--- src/rtl/uemr_pkg.sv ---
// Package: constants and types for the endpoint mode responder
package uemr_pkg;
    localparam logic [11:0] REG_MODE0   = 12'h000;
    localparam logic [11:0] REG_COUNT0  = 12'h004;
    localparam logic [11:0] REG_MODE1   = 12'h008;
    localparam logic [11:0] REG_COUNT1  = 12'h00C;
    localparam logic [11:0] REG_MODE2   = 12'h010;
    localparam logic [11:0] REG_COUNT2  = 12'h014;
    localparam logic [11:0] REG_STATUS  = 12'h018;
    localparam int          STALL_BIT   = 7;
    localparam int          TOK_SETUP_BIT = 7;
    localparam int          TOK_IN_BIT    = 6;
    localparam int          TOK_OUT_BIT   = 5;
    localparam logic [3:0]  MODE_RESET  = 4'h0;
    localparam logic [4:0]  MAX_DATA_LEN = 5'h0A;
    localparam int          NUM_EP      = 3;

    typedef enum logic [1:0] {UEMR_TOK_SETUP, UEMR_TOK_IN, UEMR_TOK_OUT} uemr_tok_t;
    typedef enum logic [2:0] {UEMR_R_IGN, UEMR_R_ACK, UEMR_R_NAK, UEMR_R_STALL,
                              UEMR_R_CHECK, UEMR_R_TXCNT, UEMR_R_TX0} uemr_resp_t;
    typedef enum logic [2:0] {UEMR_HS_NONE, UEMR_HS_ACK, UEMR_HS_NAK, UEMR_HS_STALL,
                              UEMR_HS_DATA} uemr_hs_t;

    // Token from the link side, one-cycle start and end strobes
    typedef struct packed {
        logic       start;
        logic       data_start;
        logic       done;
        uemr_tok_t  tok;
        logic [1:0] ep;
        logic       addr_ok;
        logic [4:0] len;
        logic       crc_ok;
        logic       toggle;
    } uemr_txn_t;

    // Answer to the link side
    typedef struct packed {
        logic       valid;
        uemr_hs_t   hs;
        logic [3:0] data_len;
        logic [1:0] ep;
    } uemr_ans_t;
endpackage

--- src/rtl/uemr_top.sv ---
// Endpoint mode responder: APB registers, token decision and mode updates
//
// Added by the designer: the APB slave port and the address map.
module uemr_top #(
    parameter int EP_SIZE = 8
) (
    // Clock and reset
    input  wire logic               clk,
    input  wire logic               rst_b,
    // APB slave
    input  wire logic               psel,
    input  wire logic               penable,
    input  wire logic               pwrite,
    input  wire logic [11:0]        paddr,
    input  wire logic [31:0]        pwdata,
    output logic      [31:0]        prdata,
    output logic                    pready,
    output logic                    pslverr,
    // Transaction from the serial interface engine front end
    input  wire uemr_pkg::uemr_txn_t txn,
    // Answer and interrupt
    output uemr_pkg::uemr_ans_t     ans,
    output logic                    irq
);
    // The count field and the length field cannot serve larger endpoints
    if (EP_SIZE < 1 || EP_SIZE > 8) begin : g_bad_size
        $error("EP_SIZE must be 1..8");
    end

    logic [7:0] mode_reg  [uemr_pkg::NUM_EP];
    logic [7:0] count_reg [uemr_pkg::NUM_EP];
    logic [7:0] tokstat_reg;
    logic       lock_reg;
    logic       busy_reg;

    // Response decode per mode and token
    function automatic uemr_pkg::uemr_resp_t resp_of(input logic [3:0] m, input uemr_pkg::uemr_tok_t t);
        uemr_pkg::uemr_resp_t s;
        uemr_pkg::uemr_resp_t i;
        uemr_pkg::uemr_resp_t o;
        s = uemr_pkg::UEMR_R_IGN;
        i = uemr_pkg::UEMR_R_IGN;
        o = uemr_pkg::UEMR_R_IGN;
        case (m)
            4'h1: begin
                s = uemr_pkg::UEMR_R_ACK;
                i = uemr_pkg::UEMR_R_NAK;
                o = uemr_pkg::UEMR_R_NAK;
            end
            4'h2: begin
                s = uemr_pkg::UEMR_R_ACK;
                i = uemr_pkg::UEMR_R_STALL;
                o = uemr_pkg::UEMR_R_CHECK;
            end
            4'h3: begin
                s = uemr_pkg::UEMR_R_ACK;
                i = uemr_pkg::UEMR_R_STALL;
                o = uemr_pkg::UEMR_R_STALL;
            end
            4'h4: begin
                s = uemr_pkg::UEMR_R_ACK;
            end
            4'h5: begin
                o = uemr_pkg::UEMR_R_ACK;
            end
            4'h6: begin
                s = uemr_pkg::UEMR_R_ACK;
                i = uemr_pkg::UEMR_R_TX0;
                o = uemr_pkg::UEMR_R_STALL;
            end
            4'h7: begin
                i = uemr_pkg::UEMR_R_TXCNT;
            end
            4'h8: begin
                o = uemr_pkg::UEMR_R_NAK;
            end
            4'h9: begin
                o = uemr_pkg::UEMR_R_ACK;
            end
            4'hA: begin
                s = uemr_pkg::UEMR_R_ACK;
                i = uemr_pkg::UEMR_R_TX0;
                o = uemr_pkg::UEMR_R_NAK;
            end
            4'hB: begin
                s = uemr_pkg::UEMR_R_ACK;
                i = uemr_pkg::UEMR_R_NAK;
                o = uemr_pkg::UEMR_R_ACK;
            end
            4'hC: begin
                i = uemr_pkg::UEMR_R_NAK;
            end
            4'hD: begin
                i = uemr_pkg::UEMR_R_TXCNT;
            end
            4'hE: begin
                s = uemr_pkg::UEMR_R_ACK;
                i = uemr_pkg::UEMR_R_NAK;
                o = uemr_pkg::UEMR_R_CHECK;
            end
            4'hF: begin
                s = uemr_pkg::UEMR_R_ACK;
                i = uemr_pkg::UEMR_R_TXCNT;
                o = uemr_pkg::UEMR_R_CHECK;
            end
            default: begin
            end
        endcase
        case (t)
            uemr_pkg::UEMR_TOK_SETUP: resp_of = s;
            uemr_pkg::UEMR_TOK_IN:    resp_of = i;
            default:                  resp_of = o;
        endcase
    endfunction

    // Decision for the transaction now ending
    logic [3:0]           cur_mode;
    logic                 cur_stall;
    uemr_pkg::uemr_resp_t cur_resp;
    logic                 is_data_tok;
    logic                 too_long;
    logic                 data_ok;
    uemr_pkg::uemr_hs_t   hs_next;
    logic [3:0]           mode_next;
    logic                 mode_chg;
    logic                 fifo_bad;
    logic                 ep_ok;
    logic [1:0]           ep_idx;

    always_comb begin
        // Endpoint numbers beyond the implemented ones never index the arrays
        ep_ok       = int'(txn.ep) < uemr_pkg::NUM_EP;
        ep_idx      = ep_ok ? txn.ep : 2'd0;
        cur_mode    = mode_reg[ep_idx][3:0];
        cur_stall   = (txn.ep != 2'd0) && mode_reg[ep_idx][uemr_pkg::STALL_BIT];
        cur_resp    = resp_of(cur_mode, txn.tok);
        is_data_tok = txn.tok != uemr_pkg::UEMR_TOK_IN;
        too_long    = is_data_tok && (txn.len > uemr_pkg::MAX_DATA_LEN);
        data_ok     = !is_data_tok || (txn.crc_ok && ({1'b0, txn.len} < 6'(EP_SIZE + 2)));
        hs_next     = uemr_pkg::UEMR_HS_NONE;
        mode_next   = cur_mode;
        mode_chg    = 1'b0;
        fifo_bad    = ep_ok && is_data_tok && txn.addr_ok && !txn.crc_ok && cur_mode != uemr_pkg::MODE_RESET;
        if (ep_ok && txn.addr_ok && data_ok && !too_long) begin
            case (cur_resp)
                uemr_pkg::UEMR_R_ACK: begin
                    hs_next = cur_stall ? uemr_pkg::UEMR_HS_STALL : uemr_pkg::UEMR_HS_ACK;
                end
                uemr_pkg::UEMR_R_NAK:   hs_next = uemr_pkg::UEMR_HS_NAK;
                uemr_pkg::UEMR_R_STALL: hs_next = uemr_pkg::UEMR_HS_STALL;
                uemr_pkg::UEMR_R_CHECK: begin
                    hs_next = (txn.len == 5'd2 && txn.toggle) ? uemr_pkg::UEMR_HS_ACK
                                                            : uemr_pkg::UEMR_HS_STALL;
                end
                uemr_pkg::UEMR_R_TXCNT: begin
                    hs_next = cur_stall ? uemr_pkg::UEMR_HS_STALL : uemr_pkg::UEMR_HS_DATA;
                end
                uemr_pkg::UEMR_R_TX0:   hs_next = uemr_pkg::UEMR_HS_DATA;
                default:                hs_next = uemr_pkg::UEMR_HS_NONE;
            endcase
        end
        // Automatic mode changes after a successful exchange
        if (hs_next == uemr_pkg::UEMR_HS_ACK || hs_next == uemr_pkg::UEMR_HS_DATA) begin
            mode_chg = 1'b1;
            if (txn.tok == uemr_pkg::UEMR_TOK_SETUP) mode_next = 4'h1;
            else if (txn.tok == uemr_pkg::UEMR_TOK_OUT) begin
                if (cur_mode == 4'hB) mode_next = 4'h1;
                else if (cur_mode == 4'h9) mode_next = 4'h8;
                else if (cur_mode == 4'hF) mode_next = 4'hE;
            end else begin
                if (cur_mode == 4'hD) mode_next = 4'hC;
                else if (cur_mode == 4'hF) mode_next = 4'hE;
            end
        end
    end

    // APB decode
    logic       apb_acc;
    logic       apb_wr;
    logic       apb_rd;
    logic       addr_hit;
    logic [1:0] sel_ep;
    logic       sel_count;
    always_comb begin
        apb_acc   = psel && penable;
        apb_wr    = apb_acc && pwrite;
        apb_rd    = apb_acc && !pwrite;
        addr_hit  = (paddr <= uemr_pkg::REG_STATUS) && (paddr[1:0] == 2'b00);
        sel_ep    = 2'(paddr[4:3]);
        sel_count = paddr[2];
    end

    // Track end of transaction for the lock window
    always_ff @(posedge clk or negedge rst_b) begin
        if (!rst_b) begin
            busy_reg <= 1'b0;
        end else if (txn.start) begin
            busy_reg <= 1'b1;
        end else if (txn.done) begin
            busy_reg <= 1'b0;
        end
    end

    // Control endpoint lock; a fresh ACK wins over an unlocking read
    always_ff @(posedge clk or negedge rst_b) begin
        if (!rst_b) begin
            lock_reg <= 1'b0;
        end else if (txn.done && txn.ep == 2'd0 && hs_next == uemr_pkg::UEMR_HS_ACK) begin
            lock_reg <= 1'b1;
        end else if (apb_rd && addr_hit && sel_ep == 2'd0 && paddr != uemr_pkg::REG_STATUS && !busy_reg) begin
            lock_reg <= 1'b0;
        end
    end

    // Mode and count registers
    genvar g;
    generate
        for (g = 0; g < uemr_pkg::NUM_EP; g++) begin : g_ep
            logic wr_ok;
            assign wr_ok = apb_wr && addr_hit && sel_ep == 2'(g) && paddr != uemr_pkg::REG_STATUS
                           && !(g == 0 && lock_reg);
            always_ff @(posedge clk or negedge rst_b) begin
                if (!rst_b) begin
                    mode_reg[g] <= {4'h0, uemr_pkg::MODE_RESET};
                end else if (txn.done && txn.ep == 2'(g) && mode_chg) begin
                    mode_reg[g] <= {mode_reg[g][7:4], mode_next};
                end else if (wr_ok && !sel_count) begin
                    mode_reg[g] <= pwdata[7:0];
                end
            end
            always_ff @(posedge clk or negedge rst_b) begin
                if (!rst_b) begin
                    count_reg[g] <= 8'h00;
                end else if (wr_ok && sel_count) begin
                    count_reg[g] <= pwdata[7:0];
                end
            end
        end
    endgenerate

    // Control endpoint token status
    always_ff @(posedge clk or negedge rst_b) begin
        if (!rst_b) begin
            tokstat_reg <= 8'h00;
        end else if (txn.data_start && txn.ep == 2'd0 && txn.tok == uemr_pkg::UEMR_TOK_SETUP
                     && mode_reg[0][3:0] != uemr_pkg::MODE_RESET) begin
            tokstat_reg <= 8'h80;
        end else if (txn.done && txn.ep == 2'd0 && hs_next != uemr_pkg::UEMR_HS_NONE
                     && txn.tok != uemr_pkg::UEMR_TOK_SETUP) begin
            tokstat_reg[uemr_pkg::TOK_IN_BIT]    <= txn.tok == uemr_pkg::UEMR_TOK_IN;
            tokstat_reg[uemr_pkg::TOK_OUT_BIT]   <= txn.tok == uemr_pkg::UEMR_TOK_OUT;
            tokstat_reg[uemr_pkg::TOK_SETUP_BIT] <= 1'b0;
        end
    end

    // Answer to the link and interrupt pulse
    always_ff @(posedge clk or negedge rst_b) begin
        if (!rst_b) begin
            ans <= '0;
            irq <= 1'b0;
        end else begin
            ans.valid    <= txn.done && hs_next != uemr_pkg::UEMR_HS_NONE;
            ans.hs       <= txn.done ? hs_next : uemr_pkg::UEMR_HS_NONE;
            ans.data_len <= (cur_resp == uemr_pkg::UEMR_R_TXCNT) ? count_reg[ep_idx][3:0] : 4'h0;
            ans.ep       <= txn.ep;
            irq          <= txn.done && (hs_next != uemr_pkg::UEMR_HS_NONE || fifo_bad
                            || (too_long && txn.addr_ok && cur_resp == uemr_pkg::UEMR_R_ACK));
        end
    end

    // APB read and response, zero wait states
    always_ff @(posedge clk or negedge rst_b) begin
        if (!rst_b) begin
            prdata  <= 32'h0000_0000;
            pready  <= 1'b0;
            pslverr <= 1'b0;
        end else begin
            pready  <= psel && !penable;
            pslverr <= psel && !penable && !addr_hit;
            if (psel && !penable && !pwrite) begin
                if (!addr_hit) prdata <= 32'h0000_0000;
                else if (paddr == uemr_pkg::REG_STATUS) prdata <= {24'h00_0000, tokstat_reg};
                else if (sel_count) prdata <= {24'h00_0000, count_reg[sel_ep]};
                else prdata <= {24'h00_0000, mode_reg[sel_ep]};
            end
        end
    end
endmodule

--- config.mk ---
export PLATFORM = sky130hd
export DESIGN_NAME = uemr_top
export DESIGN_NICKNAME = d
export VERILOG_FILES = /design/src/rtl/uemr_pkg.sv /design/src/rtl/uemr_top.sv
export SDC_FILE = /design/constraint.sdc
export NUM_CORES = 1
export LEC_CHECK = 0
export BUFFER_PORTS_ARGS = -buffer_cell sky130_fd_sc_hd__buf_2
export CAP_MARGIN = 20
export CORE_UTILIZATION = 35
export CTS_CLUSTER_SIZE = 30
export DETAILED_ROUTE_END_ITERATION = 12
export PLACE_DENSITY = 0.67
export SLEW_MARGIN = 10
export SYNTH_ARGS = -nofsm -noshare
export SYNTH_HDL_FRONTEND = slang
export SYNTH_SLANG_ARGS = --single-unit
--- constraint.sdc ---
create_clock -name clk -period 2.4 [get_ports clk]
set_clock_uncertainty 0.1 [all_clocks]
set_input_delay 0.36 -clock clk [delete_from_list [all_inputs] [get_ports clk]]
set_output_delay 0.36 -clock clk [all_outputs]
set_load 0.03 [all_outputs]
==> impl_results.md <==
* CTS Buffer Depth at 2
* DP HPWL at 9410 um
* Fmax at 0.365 GHz
* Hold path start: txn[14]
* Violated checks: negative setup slack
* Via density at 5.15
* Worst R2R Path Depth at 10
* M3 GR Usage at 0.0424
* Arr. time, crit path at 2.86 ns
* Layout cell share with drive strength beyond 1 at 0.450
* Library cells used by synthesis at 59
* Nets at 652
* CP max FO at 4
* Multi-input logic area at 2590 sq um
* Routed WL at 12700 um
* Critical path origin: mode_reg[3]
* Syn Area/Cell at 10.1 sq um
* Worst VDD drop at 0.296 mV
* Critical R2R Capture: mode_reg[4]
* CP required at 2.52 ns
* Met1 Usage GRT at 0.257
* Placer Congestion at 0.833
* Main synth FF type: dfrtp_1
* Antenna violations before repair at 0
* Wire per inst at 16.7 um
* Worst Hold Depth at 2
* Initial DRC count at 218
* Reg area at 1850 sq um
* Setup repair after global routing missed its margin: yes
* Max-cap viol count at 0
* EDFF count, synth at 0
* Root buffer cell: clkbuf_16
* Rows at 40
* DR DRC count at 0
* Worst Hold Class: input port to flop
* Synthesized flop and latch total at 74
* Final hold violations at 0
* Share of the yosys chip area belonging to registers at 0.417
* Via count at 3919
* DIE WIDTH at 115 um
* Fin crit share at 1.14
* CTS clk-pin slew, worst paths at 0.06 ns
* Core box area at 12200 sq um
* Cell Pwr Density at 557 nW/um^2
* Final ANT Viol Nets at 0
* Pin count of the biggest net entering global routing at 75
* Post-layout util at 0.503
* Cells after Synth at 441
* Worst setup endpoint: mode_reg[4]
* Final Non-Filler Cells at 761
* Final setup viols at 36
* GRT Residual Overflow at 0
* Io pins at 109
* First-pass GRT wire length at 20400 um
* Reg2reg start: mode_reg[3]
* GRT met2 Usage at 0.337
* Pins Over Slew Limit at 0
* Min Clock Period, post-route at 2.74 ns
* IO buf count at 60
* Post-DP Area at 5530 sq um
* Overall Global Routing Usage at 0.201
* Clk sink count at 74
* # fillers at 1114
* # diodes at 0
* DIE HEIGHT at 115 um
* Startpoint type of the worst setup path: flop
* CTS Buf Count at 9
* Warnings from Yosys at 0
* Worst skew pair latency at 0.34 ns
* Die area at 13200 sq um
* P_leak at 3.09 nW
* Status: finished with violations
* Setup ws final at -0.343 ns
* Setup WS pre-CTS at -0.607 ns
* Mapped Area at 4450 sq um
* Share of synthesized registers carrying an async set or reset at 1.00
* Placed insts at 733
* Area grow syn2layout at 38.2%
* DRT Pass-1 Iters at 5
* Htree depth at 3
* CTS tree: built
* Grt peak-use layer: met2
* Crit. End Element: flop
* Vias in the first global route at 4060
* R2R Setup Slk at -0.34 ns
* Initial core utilization at 0.364
* Crit path kind: flop to flop
* Fin area at 6140 sq um
critical path: stages (launching register included):
cell      delay [ns]
dfrtp_1         0.38
and3b_1         0.19
a221o_1         0.32
buf_6           0.15
nand2_2         0.06
nand3_1         0.07
a211o_1         0.36
a21boi_4        0.25
o21ai_4         0.13
a21oi_4         0.27
mux2_4          0.34
synthesized netlist by cell type, types with 2 or more instances:
cell	n	area share
buf_4	24	0.041
nand3_1	4	0.0045
o21ai_1	8	0.0090
nand2b_1	7	0.0099
mux2_4	4	0.014
nor3_1	13	0.015
and3b_1	2	0.0039
o32ai_1	2	0.0039
mux4_2	2	0.010
a21oi_4	2	0.0073
nor2b_1	8	0.011
xnor2_1	2	0.0039
nand3b_1	2	0.0034
mux2i_1	35	0.079
nand4_1	4	0.0056
o221a_2	3	0.0076
dfrtp_1	74	0.42
a22oi_1	6	0.010
buf_2	9	0.010
mux2_1	8	0.020
nor2_1	31	0.026
or3_1	2	0.0028
a31oi_1	4	0.0056
inv_1	7	0.0059
mux2_2	30	0.076
clkbuf_1	11	0.0093
or3b_1	3	0.0059
o221ai_1	3	0.0059
a22o_1	6	0.012
o22ai_1	2	0.0028
buf_1	5	0.0042
a21oi_1	33	0.037
or4_1	2	0.0034
o21ai_0	10	0.011
a211oi_1	8	0.014
nand2_1	42	0.035
repair_timing:
action                     4_1_cts  5_1_grt
resized for setup               33       17
hold buffers                     1        0
cloned                           0        1
setup buffers                    9        1
setup endpoints to repair       36       36
hold endpoints to repair        74        0
pin swaps                       11       12
cell type report:
class,count,share of cell area
well taps,168,0.0342
flip-flops and latches,74,0.301
clock inverters,7,0.0153
clock buffers,9,0.0367
multi-input cells,334,0.422
repair buffers,162,0.187
inverters,7,0.00428
layer usage:
layer	share of wire	wire length, um	vias up
met4	0.028	351	0
li1	-	-	1847
met1	0.44	5640	1892
met5	0	0	-
met3	0.049	622	31
met2	0.48	6110	149
where the power goes:
part / internal, mW / total [mW] / switching [mW] / leakage (nW)
Clock: 0.907 / 1.44 / 0.528 / 0.151
Sequential: 1.28 / 1.31 / 0.0278 / 1.02
Combinational: 0.290 / 0.680 / 0.389 / 1.92
Total: 2.48 / 3.42 / 0.945 / 3.09
stage by stage:
step | hold WS (ns) | total power [mW] | setup TNS [ns]
3_5_place_dp | 0.313 | 1.94 | -18.39
4_1_cts | 0.108 | 3.42 | -7.48
5_1_grt | 0.117 | 3.56 | -11.03
2_1_floorplan | -0.0356 | 1.68 | -5.61
3_3_place_gp | 0.304 | 1.93 | -16.52
6_report | 0.117 | 3.42 | -7.51
how the worst min path moves through the flow:
stage                            to
after CTS                  busy_reg
after detailed placement  prdata[4]
after global placement    prdata[4]
after floorplan              ans[0]
after global routing       busy_reg
final                      busy_reg
cells by family after synthesis:
group	Yosys count	share of synthesized area
simple gates	127	0.139
buf+inv	56	0.0701
mux	79	0.199
compound gates	101	0.167
other cells	1	0.000844
xor+xnor	3	0.00760
flops	74	0.417
cell usage in the layout, fill, tap and decap left out, types with 9 or more instances in the layout:
master     count
buf_4         89
dfrtp_1       74
buf_2         59
nand2_1       40
mux2i_1       34
mux2_2        30
a21oi_1       28
nor2_1        27
conb_1        24
mux2_4        11
buf_6         10
nor3_1         9
o21ai_0        9
clkbuf_16      9
Note: power is estimated with default switching activity, not from simulation.
